**src/core/tchrp_pkg.sv**
```systemverilog
// Package of constants and carrier types for the time-code register port
package tchrp_pkg;
  localparam logic [1:0] OFS_INT_CTRL_STAT = 2'h0;
  localparam logic [1:0] OFS_RX_VID_STAT   = 2'h1;
  localparam logic [1:0] OFS_IND_ADDR      = 2'h2;
  localparam logic [1:0] OFS_IND_DATA      = 2'h3;
  localparam int         IND_REG_COUNT     = 64;
  localparam int         PTR_MSB           = 5;
  localparam int         POINTER_AUTO_INCREMENT_BIT       = 7;
  localparam int         RX_FRAME_BITS     = 64;
  localparam int         TX_LOAD_BITS      = 72;
  localparam int         TX_FRAME_BITS     = 80;
  localparam int         TIMER_WIDTH       = 10;
  localparam int         TICK_FREQ_KHZ     = 100;
  localparam int         CLK_FREQ_KHZ      = 25000;
  localparam int         TICK_DIV          = CLK_FREQ_KHZ / TICK_FREQ_KHZ;
  localparam logic [7:0] RESET_BYTE        = 8'h00;
  // Interrupt control/status layout: flags low nibble, enables high nibble
  localparam int         FLAG_RX     = 0;
  localparam int         FLAG_TX     = 1;
  localparam int         FLAG_VLINE  = 2;
  localparam int         FLAG_TIMER  = 3;
  localparam int         EN_SHIFT    = 4;
  // Status register layout
  localparam int         ST_FRAMEPIN = 0;
  localparam int         ST_CLICK    = 1;
  localparam int         ST_LOCK     = 2;
  localparam int         ST_DIR      = 3;
  localparam int         ST_VIDEO_GENLOCK_ACHIEVED    = 4;
  localparam int         ST_FIELD    = 6;
  localparam int         ST_FRAME    = 7;
  // Indirect register holding transmit enable (bit 0) and timer source (bits 2:1)
  localparam logic [5:0] IND_TX_CTRL = 6'h34;
  localparam logic [5:0] IND_TX_BASE = 6'h08;

  typedef enum logic [1:0] {
    TCHRP_TSRC_TICK = 2'b00,
    TCHRP_TSRC_RX   = 2'b01,
    TCHRP_TSRC_TX   = 2'b10
  } tchrp_tsrc_t;

  typedef struct packed {
    logic rx_bit;
    logic rx_fwd_sync;
    logic rx_bwd_sync;
    logic rx_sync_miss;
    logic rx_bad_bit;
    logic tx_bit;
    logic line_pass;
    logic colour_frame_pin_level;
    logic click_pin_level;
    logic video_genlock_achieved;
    logic field_even;
    logic colour_frame;
  } tchrp_events_t;

  typedef struct packed {
    logic       timecode_port_select_n;
    logic       serial_port_select_n;
    logic       read_strobe_n;
    logic       write_strobe_n;
    logic [1:0] addr;
    logic [7:0] wdata;
  } tchrp_bus_t;
endpackage

```
**src/core/tchrp_port.sv**
```systemverilog
// Host register port of the time-code receiver/generator
`timescale 1ns/10ps
// What this block does
// - Chip select and A1:A0 pick four registers
// - 64 indirect registers via data window only
// - Pointer is bits 5:0 of address register
// - Auto-increment advances pointer after window access
// - Interrupt when any flag and enable set
// - Reading interrupt register clears pending flags
// - Receive flag after 64th bit following sync
// - Transmit load after 72nd bit, flag in same cycle
// - Double buffer: post-flag writes go in N+2
// - Video line flag when chosen line passed
// - Timer flag on every expiry; enable gates only the interrupt
// - Ten-bit timer, three selectable count sources
// - Status shows colour-frame pin level
// - Status shows external click pin level
// - Lock set on sync, cleared on miss
// - Direction bit valid only while locked
// - Status shows video genlock achieved
// - Field parity bit 6, frame bit 7
// - Field/frame validity depends on line timing
// - Load receive buffer only after valid sync
// - Serial port registers use separate select
// - Interrupt request is active high
// - Master reset active high, restores registers
module tchrp_port #(
  parameter int IND_COUNT = tchrp_pkg::IND_REG_COUNT
) (
  input  wire logic                    i_clk,
  input  wire logic                    i_reset,
  input  wire tchrp_pkg::tchrp_bus_t   i_bus,
  input  wire tchrp_pkg::tchrp_events_t i_ev,
  input  wire logic [63:0]             i_rx_shift,
  output logic [7:0]                   o_rdata,
  output logic                         o_rdata_oe_n,
  output logic                         o_interrupt_request,
  output logic                         o_serial_port_rd,
  output logic                         o_serial_port_wr,
  output logic [63:0]                  o_tx_out_buffer,
  output logic                         o_transmitter_enable
);
  initial begin
    if (IND_COUNT != 64) $error("tchrp_port: only 64 indirect registers supported");
  end

  typedef struct packed {
    logic [IND_COUNT-1:0][7:0] ind;
    logic [7:0]                ptr;
    logic [3:0]                flags;
    logic [3:0]                en;
    logic                      lock;
    logic                      dir;
    logic [6:0]                rx_cnt;
    logic [6:0]                tx_cnt;
    logic                      rd_q;
    logic                      wr_q;
    logic [7:0]                rdata;
    logic                      oe_n;
    logic                      irq;
    logic                      srd;
    logic                      swr;
    logic [63:0]               tx_buf;
  } tchrp_state_t;

  tchrp_state_t st;
  tchrp_state_t next_st;
  logic         timer_expire;
  logic [7:0]   status_byte;
  logic         tc_sel;
  logic         rd_start;
  logic         wr_start;
  logic         rd_end;
  logic         wr_end;
  logic [3:0]   ev_set;
  logic [5:0]   idx;

  assign tc_sel   = ~i_bus.timecode_port_select_n;
  assign rd_start = tc_sel & ~i_bus.read_strobe_n & ~st.rd_q;
  assign wr_start = tc_sel & ~i_bus.write_strobe_n & ~st.wr_q;
  assign rd_end   = st.rd_q & i_bus.read_strobe_n;
  assign wr_end   = st.wr_q & i_bus.write_strobe_n;
  assign idx      = st.ptr[tchrp_pkg::PTR_MSB:0];

  tchrp_timer u_timer (
    .i_clk    (i_clk),
    .i_reset  (i_reset),
    .i_src    (st.ind[tchrp_pkg::IND_TX_CTRL][2:1]),
    .i_reload (10'h3FF),
    .i_rx_bit (i_ev.rx_bit),
    .i_tx_bit (i_ev.tx_bit),
    .o_expire (timer_expire)
  );

  always_comb begin
    status_byte = 8'h00;
    status_byte[tchrp_pkg::ST_FRAMEPIN] = i_ev.colour_frame_pin_level;
    status_byte[tchrp_pkg::ST_CLICK]    = i_ev.click_pin_level;
    status_byte[tchrp_pkg::ST_LOCK]     = st.lock;
    status_byte[tchrp_pkg::ST_DIR]      = st.dir & st.lock;
    status_byte[tchrp_pkg::ST_VIDEO_GENLOCK_ACHIEVED]    = i_ev.video_genlock_achieved;
    // Upstream sync separator qualifies these by line number
    status_byte[tchrp_pkg::ST_FIELD]    = i_ev.field_even;
    status_byte[tchrp_pkg::ST_FRAME]    = i_ev.colour_frame;
  end

  always_comb begin
    next_st = st;
    ev_set = 4'h0;
    next_st.rd_q = tc_sel & ~i_bus.read_strobe_n;
    next_st.wr_q = tc_sel & ~i_bus.write_strobe_n;
    next_st.srd = ~i_bus.serial_port_select_n & ~i_bus.read_strobe_n;
    next_st.swr = ~i_bus.serial_port_select_n & ~i_bus.write_strobe_n;
    next_st.oe_n = ~(tc_sel & ~i_bus.read_strobe_n);

    // Receive lock and direction
    if (i_ev.rx_fwd_sync | i_ev.rx_bwd_sync) begin
      next_st.lock = 1'b1;
      next_st.dir = i_ev.rx_bwd_sync;
      next_st.rx_cnt = 7'h00;
    end else if (i_ev.rx_sync_miss | i_ev.rx_bad_bit) begin
      next_st.lock = 1'b0;
    end else if (i_ev.rx_bit && st.lock && st.rx_cnt != 7'h7F) begin
      next_st.rx_cnt = st.rx_cnt + 7'h01;
    end
    // Frame complete only after sync-qualified reception
    if (st.lock && i_ev.rx_bit && st.rx_cnt == 7'(tchrp_pkg::RX_FRAME_BITS - 1)) begin
      ev_set[tchrp_pkg::FLAG_RX] = 1'b1;
      for (int i = 0; i < 8; i++) begin
        next_st.ind[i] = i_rx_shift[i*8 +: 8];
      end
    end

    // Transmit bit count; frame boundary taken as 80 bits
    if (i_ev.tx_bit) begin
      next_st.tx_cnt = (st.tx_cnt == 7'(tchrp_pkg::TX_FRAME_BITS - 1)) ? 7'h00 : st.tx_cnt + 7'h01;
    end
    // Second buffer stage; host writes after this land two frames on
    if (o_transmitter_enable && i_ev.tx_bit && st.tx_cnt == 7'(tchrp_pkg::TX_LOAD_BITS - 1)) begin
      ev_set[tchrp_pkg::FLAG_TX] = 1'b1;
      for (int i = 0; i < 8; i++) begin
        next_st.tx_buf[i*8 +: 8] = st.ind[tchrp_pkg::IND_TX_BASE + 6'(i)];
      end
    end

    ev_set[tchrp_pkg::FLAG_VLINE] = i_ev.line_pass;
    ev_set[tchrp_pkg::FLAG_TIMER] = timer_expire;

    // Read data captured at strobe start
    if (rd_start) begin
      if (i_bus.addr == tchrp_pkg::OFS_INT_CTRL_STAT) begin
        next_st.rdata = {st.en, st.flags};
      end else if (i_bus.addr == tchrp_pkg::OFS_RX_VID_STAT) begin
        next_st.rdata = status_byte;
      end else if (i_bus.addr == tchrp_pkg::OFS_IND_ADDR) begin
        next_st.rdata = st.ptr;
      end else begin
        next_st.rdata = st.ind[idx];
      end
    end

    if (wr_start) begin
      if (i_bus.addr == tchrp_pkg::OFS_INT_CTRL_STAT) begin
        next_st.en = i_bus.wdata[7:4];
      end else if (i_bus.addr == tchrp_pkg::OFS_IND_ADDR) begin
        next_st.ptr = i_bus.wdata;
      end else if (i_bus.addr == tchrp_pkg::OFS_IND_DATA) begin
        next_st.ind[idx] = i_bus.wdata;
      end
    end

    // Pointer steps when the window access ends
    if ((rd_end || wr_end) && st.ptr[tchrp_pkg::POINTER_AUTO_INCREMENT_BIT]
        && i_bus.addr == tchrp_pkg::OFS_IND_DATA) begin
      next_st.ptr[tchrp_pkg::PTR_MSB:0] = idx + 6'h01;
    end

    // Clear on read, but a coincident event wins
    if (rd_start && i_bus.addr == tchrp_pkg::OFS_INT_CTRL_STAT) begin
      next_st.flags = ev_set;
    end else begin
      next_st.flags = st.flags | ev_set;
    end
    next_st.irq = |(next_st.flags & next_st.en);
  end

  always_ff @(posedge i_clk or posedge i_reset) begin
    if (i_reset) begin
      st <= '0;
      st.oe_n <= 1'b1;
    end else begin
      st <= next_st;
    end
  end

  assign o_rdata              = st.rdata;
  assign o_rdata_oe_n         = st.oe_n;
  assign o_interrupt_request  = st.irq;
  assign o_serial_port_rd     = st.srd;
  assign o_serial_port_wr     = st.swr;
  assign o_tx_out_buffer      = st.tx_buf;
  assign o_transmitter_enable = st.ind[tchrp_pkg::IND_TX_CTRL][0];
endmodule

```
**src/core/tchrp_timer.sv**
```systemverilog
// Interval timer with selectable count source
`timescale 1ns/10ps
module tchrp_timer #(
  parameter int WIDTH = tchrp_pkg::TIMER_WIDTH,
  parameter int DIV   = tchrp_pkg::TICK_DIV
) (
  input  wire logic             i_clk,
  input  wire logic             i_reset,
  input  wire logic [1:0]       i_src,
  input  wire logic [WIDTH-1:0] i_reload,
  input  wire logic             i_rx_bit,
  input  wire logic             i_tx_bit,
  output logic                  o_expire
);
  initial begin
    if (WIDTH < 2 || DIV < 1) $error("tchrp_timer: bad parameters");
  end

  typedef struct packed {
    logic [15:0]      pre;
    logic [WIDTH-1:0] cnt;
    logic             expire;
  } tchrp_tmr_t;

  tchrp_tmr_t st;
  tchrp_tmr_t next_st;
  logic       step;

  always_comb begin
    next_st = st;
    next_st.expire = 1'b0;
    step = 1'b0;
    if (st.pre == 16'(DIV - 1)) begin
      next_st.pre = 16'h0000;
    end else begin
      next_st.pre = st.pre + 16'h0001;
    end
    case (i_src)
      tchrp_pkg::TCHRP_TSRC_TICK: step = (st.pre == 16'(DIV - 1));
      tchrp_pkg::TCHRP_TSRC_RX:   step = i_rx_bit;
      tchrp_pkg::TCHRP_TSRC_TX:   step = i_tx_bit;
      default:                    step = 1'b0;
    endcase
    // Counts up from zero so the first expiry after reset takes a full period
    if (step) begin
      if (st.cnt == i_reload) begin
        next_st.cnt = '0;
        next_st.expire = 1'b1;
      end else begin
        next_st.cnt = st.cnt + 1'b1;
      end
    end
  end

  always_ff @(posedge i_clk or posedge i_reset) begin
    if (i_reset) begin
      st <= '0;
    end else begin
      st <= next_st;
    end
  end

  assign o_expire = st.expire;
endmodule

```
**config.mk**
```make
export PLATFORM = sky130hd
export DESIGN_NAME = tchrp_port
export DESIGN_NICKNAME = d
export VERILOG_FILES = /design/src/core/tchrp_pkg.sv /design/src/core/tchrp_port.sv /design/src/core/tchrp_timer.sv
export SDC_FILE = /design/constraint.sdc
export NUM_CORES = 1
export LEC_CHECK = 0
export BUFFER_PORTS_ARGS = -buffer_cell sky130_fd_sc_hd__buf_2
export CORE_UTILIZATION = 50
export DETAILED_ROUTE_END_ITERATION = 16
export GPL_ROUTABILITY_DRIVEN = 0
export HOLD_SLACK_MARGIN = 0.05
export PLACE_DENSITY = 0.7
export REMOVE_ABC_BUFFERS = 1
export SKIP_LAST_GASP = 1
export SLEW_MARGIN = 10
export SYNTH_ARGS = -nofsm -noshare
export SYNTH_HDL_FRONTEND = slang
export SYNTH_SLANG_ARGS = --single-unit
```
**constraint.sdc**
```tcl
create_clock -name i_clk -period 32.6 [get_ports i_clk]
set_clock_uncertainty 0.2 [all_clocks]
set_input_delay 3.26 -clock i_clk [delete_from_list [all_inputs] [get_ports i_clk]]
set_output_delay 3.26 -clock i_clk [all_outputs]
set_load 0.01 [all_outputs]
```
; ---- Word level (Yosys, flattened, before mapping)
; Cells that the tools add are included.
[word_totals]
regBits = 649
output_inout_bits = 77
wordCells = 177
input_bits = 92
[op_classes]
n_eq_ne = 13
muxes = 31
add_sub_neg = 5
bitwise_logic = 22
magnitude_cmp = 2
reduce_logical = 21
[ops]
columns = op, n
row1 = 512-bit bitwise mux, 1
row2 = 64-bit 2-to-1 mux, 3
row3 = 72-bit 2-to-1 mux, 2
row4 = 8-bit binary-select mux with 6-bit select, 1
row5 = 8-bit demux with 6-bit select, 1
row6 = 8-bit 2-to-1 mux, 6
row7 = 7-bit 2-to-1 mux, 4
row8 = "16-bit by 1-bit adder with 16-bit output, second input constant", 1
row9 = "16-bit by 8-bit == test with 1-bit output, second input constant", 1
row10 = 16-bit 2-to-1 mux, 1
row11 = "7-bit by 1-bit adder with 7-bit output, second input constant", 2
row12 = "7-bit == test, second input constant", 2
row13 = 4-bit 2-to-1 mux, 3
row14 = "10-bit by 1-bit adder with 10-bit output, second input constant", 1
row15 = "10-bit == test, second input constant", 1
row16 = 10-bit 2-to-1 mux, 1
row17 = 1-bit bitwise AND, 9
row18 = 1-bit logical AND, 9
row19 = 1-bit NOT, 9
row20 = 2-bit nonzero test, 4
row21 = "7-bit by 6-bit == test with 1-bit output, second input constant", 1
row22 = "6-bit by 7-bit less-than comparator with 1-bit output, second input constant", 1
row23 = "7-bit != test, second input constant", 1
row24 = "6-bit by 1-bit adder with 6-bit output, second input constant", 1
row25 = other kinds (17), 28

; ---- Logic depth before layout (Yosys ltp)
[depth]
depth_word = 10
mapped_depth = 9
mapped_depth_nobuf = 8

; ---- Hierarchy
; From an unflattened synthesis, not the netlist that was laid out.
[hier_totals]
cells_unflattened = 2404
hier_area_um2 = 30888.4
[by_module_without_submodules]
columns = module, area_per_inst_um2, seq_area_each_um2, instances, cells_per_inst
row1 = tchrp_port, 29414.5, 15566.2, 1, 2259
row2 = tchrp_timer, 1473.9, 675.6, 1, 145

; ---- Worst setup path after synthesis
; No wires, ideal clock.
[synth_path]
path_kind = input to register
start = input port i_bus[10] (netlist name)
end = register st[495] (netlist name)
required_ns = 32.272
n_path_buf = 0
arrival_time_ns = 4.671
setup_slack_ns = 27.601
setup_time_ns = 0.128
cell_stages = 5
cell_sequence = nor3_2 -> nand2_1 -> nor3_2 -> nand2_1 -> mux2_1
[synth_via]
elab_chain_len = 4
[synth_lines]
columns = item, line
row1 = "start, declared", tchrp_port.sv:32  ; input wire tchrp_pkg::tchrp_bus_t i_bus,
row2 = 1-bit NOT, tchrp_port.sv:80  ; assign wr_start = tc_sel & ~i_bus.write_strobe_n & ~st.wr_q;
row3 = 1-bit bitwise AND (2 in series), tchrp_port.sv:80
row4 = 4-bit AND reduction (no line), -
row5 = "end signal, assigned", tchrp_port.sv:192  ; st <= next_st;
row6 = "end, declared", tchrp_port.sv:66  ; tchrp_state_t st;
; No other way between the ends.
; A chain may end at the register's enable or synchronous reset.

; ---- Worst setup path after layout
[layout_path]
start = input port i_bus[10] (netlist name)
end = register st[278] (netlist name)
; The elaborated chain is that of the path after synthesis.

==> out/summary.txt <==
DP Wirelength -> 57,400 um
Clock buffer depth -> 3
Pre-CTS WS -> 26.15 ns
Synth Warn # -> 0
TritonRoute pass-1 iters -> 5
Most used DFF post-synth -> dfrtp_1
Static Leakage -> 16.1 nW
Number of synthesized register bits -> 649
Worst EP arrival -> 6.27 ns
Final Hold Vio Count -> 0
Final setup viols -> 0
Worst Hold Class -> register to register
Slew headroom -> 0.127
Achievable Freq -> 167 MHz
Hold Crit Endpoint -> st[101]
Share of cells above drive strength 1 -> 0.364
CP max stage delay -> 1.02 ns
GR Overflow Total -> 0
DRC Markers -> 0
Cell mode on critical path -> nand2_1
Register Area -> 16,300 um^2
Worst Path Required -> 32.88 ns
R2R Path End -> st[519]
Final min period -> 5.99 ns
Critical Path Fanout Max -> 9
1st-iter DRT viols -> 2,169
Clk sinks -> 649
Crit end category -> register
Synthesized area per cell -> 12.6 um^2
Least-Margin Pin Slew -> 1.30 ns
DIE WIDTH -> 249 um
Hold-fix buffers, CTS -> 0
ANT nets after route -> 0
Leading area contributor after synthesis -> dfrtp_1
Die Span Y -> 249 um
Setup WS post-layout -> 26.61 ns
Maximum VDD drop -> 0.0000375 V
Max-Cap Viols -> 0
CTS tree -> built
Worst-path clk slew -> 0.06 ns
Synth unique cells -> 79
Outcome -> complete, no violations
Worst Setup Start Kind -> input pin
Final worst-path cycle share -> 0.184
Initial antenna violation count -> 4
Starting Density -> 0.506
R2R setup slack -> 28.30 ns
Setup TNS -> 0 ns
First-pass GRT wire length -> 134,000 um
Cell breakdown of the critical path -> buf_2 -> nor3_2 -> nand2_1 -> nor2_1 -> nand2_1 -> mux2_2
Routed WL per cell -> 26.7 um
Die Area -> 61,900 um^2
R2R depth -> 5
Layout Nets -> 2,565
Setup Buffers After CTS -> 0
Top-area cell type share of the netlist area -> 0.532
Vias in the first global route -> 21.3k
Syn Inst Count -> 2,425
Worst path slowest cell -> nor2_1
Slew Limit Fails -> 0
Core ar. -> 60,200 um^2
Synth top area cells -> dfrtp_1, mux2_2, mux4_2
Multi-input logic area -> 13,000 um^2
Reg-to-Reg Start -> idx[1]
Worst skew pair latency -> 0.62 ns
H-tree lvl count -> 3
EDFF count, synth -> 0
Largest net degree at the start of global routing -> 187
Fraction of registers with async set/reset -> 1.00
Pwr Total -> 2.08 mW
Total number of vias -> 20.8k
PostCTS Resize Cnt -> 0
CTS buffer count -> 68
Filler cell count -> 4,870
Synthesized cell area -> 30,500 um^2
Unrepaired setup endpoints after global routing -> false
Seq/Total Area, Yosys -> 0.533
Final WL -> 88,200 um
PD cells -> 61.7 nW/um^2
Number of vias per cell -> 6.31
I/O pin cnt -> 169
Rows -> 90
Min-delay src -> u_timer.o_expire
Number of port buffers -> 168
Hold path cells -> 1
Root Driver -> clkbuf_16
Crit Path Category -> input pin to register
GRT Total Usage -> 0.286
Synthesis-to-layout area growth -> 10.6%
synth_stat cells, types with 8 or more instances:
| library cell | number |
|---|---|
| dfrtp_1 | 648 |
| buf_1 | 11 |
| nor3_1 | 11 |
| nand3_1 | 31 |
| a31oi_1 | 10 |
| o22ai_1 | 20 |
| mux2i_1 | 119 |
| nand2_2 | 9 |
| a22o_1 | 9 |
| xnor2_1 | 13 |
| a21oi_1 | 94 |
| buf_2 | 43 |
| mux4_2 | 56 |
| nand2b_1 | 8 |
| nor2b_1 | 10 |
| a221oi_1 | 41 |
| nand2_1 | 168 |
| o21ai_0 | 92 |
| mux2_2 | 501 |
| nor2_1 | 148 |
| xor2_1 | 12 |
| clkbuf_1 | 101 |
| and3_1 | 9 |
| buf_4 | 74 |
| nor3_2 | 12 |
| a22oi_1 | 30 |
| inv_1 | 11 |
sequential cells by signal (all words and copies together) (netlist names), 6 cells and up:
signal / count
o_rdata: 8
o_tx_out_buffer: 64
st: 539
idx: 6
u_timer.st: 26
worst max-delay path by stage:
stage              start       to  depth (start not counted)  slack, ns
2_1_floorplan    i_reset   idx[0]                          1      10.96
3_3_place_gp   i_bus[10]  st[285]                          6      26.30
3_5_place_dp   i_bus[10]  st[283]                          6      26.15
4_1_cts        i_bus[10]  st[278]                          6      26.80
5_1_grt        i_bus[10]  st[280]                          6      26.58
6_report       i_bus[10]  st[278]                          6      26.61
critical path: cells and delay by family:
kind / cells / cell delay (ns)
multiplexers: 1 / 0.47
buffers and inverters: 1 / 0.15
AND/OR/NAND/NOR: 4 / 2.37
through the flow:
stage / hold WS [ns] / std cells / utilization / instance area (um^2)
3_3_place_gp: 0.239 / 3179 / 0.521 / 31400
5_1_grt: 0.275 / 3302 / 0.559 / 33700
3_5_place_dp: 0.245 / 3179 / 0.521 / 31400
4_1_cts: 0.265 / 3301 / 0.559 / 33700
2_1_floorplan: 0.224 / 2194 / - / 29300
6_report: 0.263 / 3302 / 0.559 / 33700
power breakdown:
part	internal [mW]	total [mW]	switching, mW	leakage, nW
combinational	0.130	0.369	0.239	6.07
sequential	0.859	0.919	0.0606	8.93
clock	0.466	0.790	0.324	1.13
final cells by class:
cell class / instances / area share
Timing Repair Buffer: 203 / 0.0335
Antenna cell: 1 / 0.0000743
Sequential cell: 649 / 0.482
Multi-Input combinational cell: 1533 / 0.386
Inverter: 12 / 0.00156
Clock inverter: 23 / 0.00754
Clock buffer: 99 / 0.0603
Tap cell: 782 / 0.0290
cells by family (layout without fill, tap and decap cells):
logic type      after synthesis  count (layout)  synth area share
simple gates                453             453            0.0691
compound gates              364             364            0.0777
buf+inv                     243             337            0.0411
xor+xnor                     26              26           0.00772
other cells                   0               1                 0
mux                         684             684             0.269
flops                       649             649             0.533
fa+ha+maj                     6               6           0.00246
metal layers:
metal	wire (um)	up-vias	global-route usage
met5	22	-	0
met3	7760	227	0.0636
met1	36300	10700	0.390
met4	3810	4	0.133
met2	40300	1017	0.437
li1	-	8832	-
placed cells by master, fill, tap and decap left out, types with 12 or more instances in the layout:
cell / n
a21oi_1: 94
a221oi_1: 41
a22oi_1: 30
buf_2: 168
buf_4: 33
clkbuf_1: 12
clkbuf_16: 70
clkbuf_8: 17
dfrtp_1: 645
mux2_2: 501
mux2i_1: 119
mux4_2: 56
nand2_1: 168
nand3_1: 31
nor2_1: 147
nor3_2: 13
o21ai_0: 92
o22ai_1: 20
xnor2_1: 13
xor2_1: 12
No activity file was read; power rests on OpenSTA's default activity.
